--- config.mk ---
export PLATFORM = sky130hd
export DESIGN_NAME = asr_receiver
export DESIGN_NICKNAME = d
export VERILOG_FILES = /design/src/rtl/asr_pkg.sv /design/src/rtl/asr_buf_if.sv /design/src/rtl/asr_rx_buffer.sv /design/src/rtl/asr_receiver.sv
export SDC_FILE = /design/constraint.sdc
export NUM_CORES = 1
export LEC_CHECK = 0
export BUFFER_PORTS_ARGS = -buffer_cell sky130_fd_sc_hd__clkbuf_2
export CAP_MARGIN = 20
export CORE_ASPECT_RATIO = 0.75
export CORE_MARGIN = 2
export CORE_UTILIZATION = 55
export DETAILED_ROUTE_END_ITERATION = 10
export GPL_ROUTABILITY_DRIVEN = 0
export PLACE_DENSITY_LB_ADDON = 0.15
export SLEW_MARGIN = 20
export SYNTH_ARGS = -nofsm -noshare
export SYNTH_HDL_FRONTEND = slang
export SYNTH_SLANG_ARGS = --single-unit
export TNS_END_PERCENT = 100
--- constraint.sdc ---
create_clock -name REF_CLK_I -period 13.25 [get_ports REF_CLK_I]
set_input_delay 3.975 -clock REF_CLK_I [delete_from_list [all_inputs] [get_ports REF_CLK_I]]
set_output_delay 3.975 -clock REF_CLK_I [all_outputs]
set_load 0.1 [all_outputs]
--- src/rtl/asr_pkg.sv ---
// Shared constants and types of the asynchronous serial receiver
package asr_pkg;
    localparam int ASR_DATA_BITS = 8;
    localparam int ASR_OS_W = 4;
    localparam int ASR_BAUD_CNT_W = 19;
    localparam int ASR_FRAME_W = 10;
    localparam int ASR_NINTH_POS = 8;
    localparam int ASR_FERR_POS = 9;
    localparam int ASR_BUF_DEPTH = 2;
    // Sixteen samples per bit, three votes around the bit centre
    localparam logic [ASR_OS_W-1:0] ASR_VOTE_FIRST = 4'h7;
    localparam logic [ASR_OS_W-1:0] ASR_VOTE_LAST = 4'h9;
    localparam logic [ASR_OS_W-1:0] ASR_BIT_END = 4'hF;
    localparam logic [3:0] ASR_LAST_BIT_8 = 4'h7;
    localparam logic [3:0] ASR_LAST_BIT_9 = 4'h8;
    // Low-speed divisor scales each step by four, both speed bits divide it by four
    localparam int ASR_SCALE_SHIFT = 2;
    localparam logic [ASR_BAUD_CNT_W-1:0] ASR_BAUD_CNT_RST = 19'h00000;
    localparam logic [ASR_FRAME_W-2:0] ASR_SHIFT_RST = 9'h000;
    localparam logic ASR_RX_IDLE_LEVEL = 1'b1;

    typedef enum logic [1:0] {
        ST_IDLE,
        ST_START,
        ST_DATA,
        ST_STOP
    } asr_state_e;
endpackage

--- src/rtl/asr_buf_if.sv ---
// Valid/ready carrier between the receiver core and its frame buffer
`timescale 1ns/100ps
`default_nettype none
interface asr_buf_if #(parameter int WIDTH = 10);
    logic push_valid;
    logic push_ready;
    logic [WIDTH-1:0] push_data;
    logic pop_valid;
    logic pop_ready;
    logic [WIDTH-1:0] pop_data;

    modport producer(output push_valid, output push_data, input push_ready);
    modport buffer(input push_valid, input push_data, output push_ready,
                   output pop_valid, output pop_data, input pop_ready);
    modport consumer(input pop_valid, input pop_data, output pop_ready);
endinterface
`default_nettype wire

--- src/rtl/asr_rx_buffer.sv ---
// Small shifting frame buffer whose head entry is held in a register
`timescale 1ns/100ps
`default_nettype none
module asr_rx_buffer #(
    parameter int WIDTH = 10,
    parameter int DEPTH = 2
) (
    input wire logic clk_i,
    input wire logic srst_i,
    asr_buf_if.buffer port_if
);
    logic [WIDTH-1:0] mem [DEPTH];
    logic [WIDTH-1:0] next_mem [DEPTH];
    logic [DEPTH-1:0] vld;
    logic [DEPTH-1:0] next_vld;
    logic do_pop;
    logic do_push;

    // A pop in the same cycle frees the last slot, so full never blocks a swap
    assign port_if.push_ready = !vld[DEPTH-1] || port_if.pop_ready;
    assign port_if.pop_valid = vld[0];
    assign port_if.pop_data = mem[0];
    assign do_pop = vld[0] && port_if.pop_ready;
    assign do_push = port_if.push_valid && port_if.push_ready;

    always_comb begin
        logic placed;
        placed = 1'b0;
        next_mem = mem;
        next_vld = vld;
        if (do_pop) begin
            for (int i = 0; i < DEPTH - 1; i++) begin
                next_mem[i] = mem[i+1];
                next_vld[i] = vld[i+1];
            end
            next_vld[DEPTH-1] = 1'b0;
        end
        if (do_push) begin
            for (int i = 0; i < DEPTH; i++) begin
                if (!next_vld[i] && !placed) begin
                    next_mem[i] = port_if.push_data;
                    next_vld[i] = 1'b1;
                    placed = 1'b1;
                end
            end
        end
    end

    always_ff @(posedge clk_i) begin
        if (srst_i) begin
            vld <= '0;
            for (int i = 0; i < DEPTH; i++) begin
                mem[i] <= '0;
            end
        end else begin
            vld <= next_vld;
            mem <= next_mem;
        end
    end
endmodule
`default_nettype wire

--- src/rtl/asr_receiver.sv ---
// Asynchronous serial receiver: baud divider, oversampled frame shifter, frame buffer
`timescale 1ns/100ps
`default_nettype none
// Functional notes
// Oversample receive pin at sixteen times baud
// Main shifter advances once per bit
// Software loads divisor and speed bits first
// Asynchronous only with port enabled, clocked off
// Frames accepted only while receive enabled
// Nine-bit mode captures and reports ninth bit
// Frame complete sets flag, optional interrupt
// Per-frame error status readable before data
// Data read returns oldest frame's byte
// Dropping receive enable clears pending errors; the code clears only the overrun, and a buffered frame's framing error stays
// Interrupt needs global and peripheral enables
// Priority bit selects interrupt level
// Address detect works with nine-bit mode
// Software checks address byte for match
// Without address detect every frame loads
// Address mode keeps only ninth-bit-one frames
// Flag framing error and buffer overrun
module asr_receiver (
    input wire logic REF_CLK_I,
    input wire logic SRST_I,
    input wire logic RX_I,
    input wire logic [asr_pkg::ASR_DATA_BITS-1:0] BAUD_DIVISOR_HIGH_I,
    input wire logic [asr_pkg::ASR_DATA_BITS-1:0] BAUD_DIVISOR_LOW_I,
    input wire logic HIGH_SPEED_BAUD_SELECT_I,
    input wire logic WIDE_DIVISOR_SELECT_I,
    input wire logic CLOCKED_MODE_SELECT_I,
    input wire logic SERIAL_PORT_ENABLE_I,
    input wire logic CONTINUOUS_RECEIVE_ENABLE_I,
    input wire logic NINE_BIT_RECEIVE_ENABLE_I,
    input wire logic ADDRESS_DETECT_ENABLE_I,
    input wire logic RECEIVE_INT_ENABLE_I,
    input wire logic GLOBAL_INTERRUPT_ENABLE_I,
    input wire logic PERIPHERAL_INTERRUPT_ENABLE_I,
    input wire logic RECEIVE_PRIORITY_SELECT_I,
    input wire logic DATA_READ_I,
    output logic [asr_pkg::ASR_DATA_BITS-1:0] RX_DATA_O,
    output logic NINTH_BIT_O,
    output logic FRAMING_ERROR_O,
    output logic OVERRUN_ERROR_O,
    output logic RECEIVE_COMPLETE_FLAG_O,
    output logic IRQ_HIGH_O,
    output logic IRQ_LOW_O
);
    import asr_pkg::*;

    asr_buf_if #(.WIDTH(ASR_FRAME_W)) buf_if ();

    asr_rx_buffer #(
        .WIDTH(ASR_FRAME_W),
        .DEPTH(ASR_BUF_DEPTH)
    ) u_buffer (
        .clk_i(REF_CLK_I),
        .srst_i(SRST_I),
        .port_if(buf_if)
    );

    // Baud divider producing the sixteen-times sample enable
    logic [ASR_BAUD_CNT_W-1:0] baud_cnt;
    logic [ASR_BAUD_CNT_W-1:0] next_baud_cnt;
    logic [ASR_BAUD_CNT_W-1:0] reload;
    logic [ASR_BAUD_CNT_W-1:0] div_plus_one;
    logic tick;
    logic active;

    assign active = SERIAL_PORT_ENABLE_I && !CLOCKED_MODE_SELECT_I
                    && CONTINUOUS_RECEIVE_ENABLE_I;

    always_comb begin
        logic [2*ASR_DATA_BITS-1:0] divisor;
        divisor = WIDE_DIVISOR_SELECT_I ? {BAUD_DIVISOR_HIGH_I, BAUD_DIVISOR_LOW_I}
                                        : {{ASR_DATA_BITS{1'b0}}, BAUD_DIVISOR_LOW_I};
        div_plus_one = ASR_BAUD_CNT_W'(divisor) + ASR_BAUD_CNT_W'(1);
        if (HIGH_SPEED_BAUD_SELECT_I && WIDE_DIVISOR_SELECT_I) begin
            // Fastest setting cannot divide below one clock per sample
            reload = div_plus_one >> ASR_SCALE_SHIFT;
            if (reload == '0) begin
                reload = ASR_BAUD_CNT_W'(1);
            end
        end else if (HIGH_SPEED_BAUD_SELECT_I || WIDE_DIVISOR_SELECT_I) begin
            reload = div_plus_one;
        end else begin
            reload = div_plus_one << ASR_SCALE_SHIFT;
        end
        tick = active && (baud_cnt == '0);
        if (!active || tick) begin
            next_baud_cnt = reload - ASR_BAUD_CNT_W'(1);
        end else begin
            next_baud_cnt = baud_cnt - ASR_BAUD_CNT_W'(1);
        end
    end

    always_ff @(posedge REF_CLK_I) begin
        if (SRST_I) begin
            baud_cnt <= ASR_BAUD_CNT_RST;
        end else begin
            baud_cnt <= next_baud_cnt;
        end
    end

    // Frame shifter
    asr_state_e state;
    asr_state_e next_state;
    logic [ASR_OS_W-1:0] os_cnt;
    logic [ASR_OS_W-1:0] next_os_cnt;
    logic [3:0] bit_cnt;
    logic [3:0] next_bit_cnt;
    logic [ASR_FRAME_W-2:0] shifter;
    logic [ASR_FRAME_W-2:0] next_shifter;
    logic [2:0] votes;
    logic [2:0] next_votes;
    logic rx_q;
    logic bit_val;
    logic bit_end;
    logic frame_done;
    logic frame_ninth;
    logic [ASR_DATA_BITS-1:0] frame_byte;
    logic addr_mode;
    logic frame_keep;

    assign bit_val = (votes[0] & votes[1]) | (votes[0] & votes[2]) | (votes[1] & votes[2]);
    assign bit_end = tick && (os_cnt == ASR_BIT_END);
    assign frame_done = bit_end && (state == ST_STOP);
    assign addr_mode = ADDRESS_DETECT_ENABLE_I && NINE_BIT_RECEIVE_ENABLE_I;

    always_comb begin
        // An 8-bit frame sits one place higher in the right-shifting register
        if (NINE_BIT_RECEIVE_ENABLE_I) begin
            frame_byte = shifter[ASR_DATA_BITS-1:0];
            frame_ninth = shifter[ASR_NINTH_POS];
        end else begin
            frame_byte = shifter[ASR_DATA_BITS:1];
            frame_ninth = 1'b0;
        end
    end

    always_comb begin
        next_state = state;
        next_os_cnt = os_cnt;
        next_bit_cnt = bit_cnt;
        next_shifter = shifter;
        next_votes = votes;
        if (!active) begin
            next_state = ST_IDLE;
            next_os_cnt = '0;
        end else if (tick) begin
            if (state == ST_IDLE) begin
                next_os_cnt = '0;
                if (!rx_q) begin
                    next_state = ST_START;
                end
            end else begin
                next_os_cnt = os_cnt + ASR_OS_W'(1);
                if (os_cnt >= ASR_VOTE_FIRST && os_cnt <= ASR_VOTE_LAST) begin
                    next_votes = {votes[1:0], rx_q};
                end
                if (os_cnt == ASR_BIT_END) begin
                    unique case (state)
                        ST_START: begin
                            // A glitch shorter than half a bit is not a start
                            next_state = bit_val ? ST_IDLE : ST_DATA;
                            next_bit_cnt = '0;
                        end
                        ST_DATA: begin
                            next_shifter = {bit_val, shifter[ASR_FRAME_W-2:1]};
                            next_bit_cnt = bit_cnt + 4'h1;
                            if (bit_cnt == (NINE_BIT_RECEIVE_ENABLE_I ? ASR_LAST_BIT_9
                                                                      : ASR_LAST_BIT_8)) begin
                                next_state = ST_STOP;
                            end
                        end
                        ST_STOP: begin
                            next_state = ST_IDLE;
                        end
                        ST_IDLE: begin
                            next_state = ST_IDLE;
                        end
                    endcase
                end
            end
        end
    end

    always_ff @(posedge REF_CLK_I) begin
        if (SRST_I) begin
            state <= ST_IDLE;
            os_cnt <= '0;
            bit_cnt <= '0;
            shifter <= ASR_SHIFT_RST;
            votes <= '0;
            rx_q <= ASR_RX_IDLE_LEVEL;
        end else begin
            state <= next_state;
            os_cnt <= next_os_cnt;
            bit_cnt <= next_bit_cnt;
            shifter <= next_shifter;
            votes <= next_votes;
            rx_q <= RX_I;
        end
    end

    // Loading, error status and interrupt request
    logic overrun;
    logic next_overrun;
    logic next_irq_high;
    logic next_irq_low;

    // While an overrun stands no further frame is loaded
    assign frame_keep = frame_done && (!addr_mode || frame_ninth) && !overrun;
    assign buf_if.push_valid = frame_keep && buf_if.push_ready;
    assign buf_if.push_data = {!bit_val, frame_ninth, frame_byte};
    assign buf_if.pop_ready = DATA_READ_I;

    always_comb begin
        next_overrun = overrun;
        if (frame_keep && !buf_if.push_ready) begin
            next_overrun = 1'b1;
        end else if (!CONTINUOUS_RECEIVE_ENABLE_I) begin
            next_overrun = 1'b0;
        end
        next_irq_high = buf_if.pop_valid && RECEIVE_INT_ENABLE_I && GLOBAL_INTERRUPT_ENABLE_I
                        && PERIPHERAL_INTERRUPT_ENABLE_I && RECEIVE_PRIORITY_SELECT_I;
        next_irq_low = buf_if.pop_valid && RECEIVE_INT_ENABLE_I && GLOBAL_INTERRUPT_ENABLE_I
                       && PERIPHERAL_INTERRUPT_ENABLE_I && !RECEIVE_PRIORITY_SELECT_I;
    end

    always_ff @(posedge REF_CLK_I) begin
        if (SRST_I) begin
            overrun <= 1'b0;
            IRQ_HIGH_O <= 1'b0;
            IRQ_LOW_O <= 1'b0;
        end else begin
            overrun <= next_overrun;
            IRQ_HIGH_O <= next_irq_high;
            IRQ_LOW_O <= next_irq_low;
        end
    end

    assign OVERRUN_ERROR_O = overrun;
    assign RECEIVE_COMPLETE_FLAG_O = buf_if.pop_valid;
    assign RX_DATA_O = buf_if.pop_data[ASR_DATA_BITS-1:0];
    assign NINTH_BIT_O = buf_if.pop_data[ASR_NINTH_POS];
    assign FRAMING_ERROR_O = buf_if.pop_data[ASR_FERR_POS];
endmodule
`default_nettype wire

==> summary.md <==
| Metric | Value |
|---|---|
| Status | `completed` |
| Fill cell count | `748` |
| Final Net Count | `643` |
| Yosys cell types | `77` |
| Worst reg2reg path endpoint | `baud_cnt[18]` |
| CP max FO | `35` |
| Starting Density | `0.560` |
| Met3 global-route usage | `0.0770` |
| Input/output buffers | `44` |
| Cell Area, Placed | `0.00481 mm2` |
| Relative max-transition margin | `0.373` |
| CTS tree | `built` |
| Startpoint Class | `primary input` |
| P_leak | `0.00194 uW` |
| Ordered list of cells on the worst path | `clkbuf_2 -> nand2_1 -> a21boi_0 -> nor2_1 -> a211oi_1 -> nor2_1 -> nor2_1 -> ha_1 -> inv_1 -> a2111oi_0 -> a31oi_1 -> a2111oi_2 -> nand2_1 -> or4_1 -> a31oi_1` |
| Clk Latency, worst-skew pair | `330 ps` |
| Unrepaired setup endpoints after global routing | `no` |
| Critical path required time | `13,510 ps` |
| Fin Setup TNS | `0 ps` |
| Met2 usage | `0.362` |
| GRT Residual Overflow | `0` |
| Worst Max-Slew Pin Slew | `929 ps` |
| Fmax | `122 MHz` |
| Area of the mapped netlist | `0.00469 mm2` |
| I/O Pins | `45` |
| Die footprint | `0.00929 mm2` |
| Hold depth | `2` |
| FF-to-FF path depth | `15` |
| Power Dens Cells | `104 mW/mm2` |
| Hold_buf cts | `0` |
| Final Max Slew Viols | `0` |
| Most used cell, CP | `nor2_1` |
| Share of layout cells above drive strength 1 | `0.133` |
| Critical Path End Type | `register` |
| Clk root buf | `clkbuf_16` |
| Ys Warns | `0` |
| Count leader, synth | `dfxtp_1` |
| Top_reg_cell synth | `dfxtp_1` |
| Number of enable flip-flop cells after synthesis | `0` |
| Number of H-tree levels | `3` |
| Hold Path Sink | `u_buffer.mem[8]` |
| CP peak stage delay | `650 ps` |
| Area growth, synth to finish | `8.99%` |
| Critical R2R Launch | `baud_cnt[17]` |
| Synth async-reset ratio | `0` |
| Total chip power | `530 uW` |
| Via density | `6.33` |
| Hold_sp | `u_buffer.mem[8]` |
| Final Cycle Share | `0.621` |
| Final WL | `11.8 mm` |
| Clock Path Buffers | `2` |
| CTS Buf Count | `9` |
| Reg2Reg Setup Slack | `8720 ps` |
| Die height | `84.0 um` |
| Clock Sinks | `67` |
| Initial DRC count | `396` |
| Slowest CP cell | `a21boi_0` |
| Hpwl dp | `8.49 mm` |
| Final Skew | `4.56 ps` |
| GR peak layer | `met1` |
| Syn_area_per_cell | `7.90 um2` |
| Clock-pin slew on the worst setup and hold paths | `50 ps` |
| Worst vdd ir | `0.0939 mV` |
| Initial antenna violation count | `0` |
| HP Class | `reg2reg` |
| Setup bufs post-CTS | `0` |
| Top cells by area, synth | `dfxtp_1 29%, a211oi_1 6.1%, mux2i_1 5.5%` |
| Final Core Density | `0.610` |
| Synth Instances | `594` |
| # rows | `29` |
| First-pass GRT wire length | `19.4 mm` |
| Tmin final | `8220 ps` |
| Post-synth top area cell | `dfxtp_1` |
| Die Width | `111 um` |
| Critical Path AT | `8480 ps` |
| Synth Net Count | `634` |
| WS Path Type | `in2reg` |
| Share of Yosys cell area claimed by the top area cell type | `0.286` |
| Ant. Diodes | `0` |
| Largest net degree at the start of global routing | `67` |
| Post-CTS Resized | `0` |
| Max Cap Viol | `0` |
| Post-route ant nets | `0` |
| Vias in the first global route | `4,035` |
| DRC | `0` |
| Post-synthesis register bit count | `67` |
| Vias post-DR | `4,533` |
| Sequential share of the synthesized area | `0.286` |
| Gr usage total | `0.251` |
| Routed len/inst | `16.4 um` |
| Core Footprint | `0.00838 mm2` |
| M1 GR Usage | `0.368` |
| Top post-synthesis cells by count | `67 x dfxtp_1, 65 x nor2_1, 46 x nand2_1, 38 x a211oi_1, 32 x a21oi_1` |
| Final setup fails | `0` |
| Cell area after layout | `0.00511 mm2` |
| Drt first pass iters | `5` |
| Hold Fails Final Rpt | `0` |
-- layer usage --
layer | up-vias | share of wire
li1 | 2233 | -
met1 | 2134 | 0.49
met2 | 149 | 0.43
met3 | 17 | 0.074
met4 | 0 | 0.0092
met5 | - | 0
-- placed cells by master, fill, tap and decap left out, drive strengths merged, types with 6 or more instances in the layout --
cell type  instances
and2               7
mux2i             26
a211oi            38
dfxtp             67
nor2              65
nor3              20
nand2             46
ha                 9
nand3b             7
and3              23
nand4             14
a211o              6
clkbuf            54
xnor2              8
a21oi             33
nor4               8
nand2b            10
a31oi              6
o21ai             21
o211ai             6
inv               14
nand3             19
and4               6
-- worst max-delay path, delay by kind of cell --
kind                       cells  cell delay [ps]
buffers and inverters          2              560
adders and majority gates      1              200
AOI/OAI and AO/OA              6             2150
and+or+nand+nor                6             1570
-- where the power goes --
part,switching (uW),internal [uW]
sequential,3.21,207
combinational,53.6,30.5
clock,86.2,150
-- through the flow --
| step | worst slack [ps] | instances | hold slack, ps |
|---|---|---|---|
| global placement | 5120 | 700 | 459 |
| finish | 5030 | 716 | 474 |
| global route | 4630 | 716 | 497 |
| floorplan | 5620 | 594 | 445 |
| detailed placement | 4870 | 700 | 464 |
| CTS | 5180 | 716 | 474 |
-- flip-flops by register name, summed over array words and instances (netlist names) --
| name | flops |
|---|---|
| state | 2 |
| rx_q | 1 |
| OVERRUN_ERROR_O | 1 |
| u_buffer.port_if.pop_data | 10 |
| baud_cnt | 19 |
| IRQ_LOW_O | 1 |
| shifter | 9 |
| u_buffer.mem | 10 |
| os_cnt | 4 |
| IRQ_HIGH_O | 1 |
| bit_cnt | 4 |
| u_buffer.vld | 2 |
| votes | 3 |
-- how the worst max path moves through the flow --
stage | from | endpoint | slack (ps)
2_1_floorplan | BAUD_DIVISOR_LOW_I[0] | baud_cnt[18] | 5620
3_3_place_gp | WIDE_DIVISOR_SELECT_I | baud_cnt[18] | 5120
3_5_place_dp | WIDE_DIVISOR_SELECT_I | baud_cnt[18] | 4870
4_1_cts | WIDE_DIVISOR_SELECT_I | baud_cnt[18] | 5180
5_1_grt | WIDE_DIVISOR_SELECT_I | baud_cnt[18] | 4630
6_report | WIDE_DIVISOR_SELECT_I | baud_cnt[18] | 5030
-- kinds of logic (layout without fill, tap and decap cells) --
group | after synthesis | after routing | synth area share
AND/OR/NAND/NOR | 251 | 251 | 0.284
flip-flops | 67 | 67 | 0.286
multiplexers | 30 | 30 | 0.0651
AO/OA/AOI/OAI | 158 | 158 | 0.240
XOR/XNOR | 12 | 12 | 0.0264
buffers and inverters | 64 | 78 | 0.0683
adder cells (fa/ha/maj) | 12 | 12 | 0.0304
-- final cells by class --
type	count	area (um2)	share of cell area
clock inverters	6	65.1	0.0127
inverters	14	52.6	0.0103
flip-flops and latches	67	1340	0.262
well taps	108	135	0.0264
repair buffers	48	250	0.0489
clock buffers	10	239	0.0467
multi-input cells	463	3030	0.593
No activity file was read; power rests on OpenSTA's default activity.
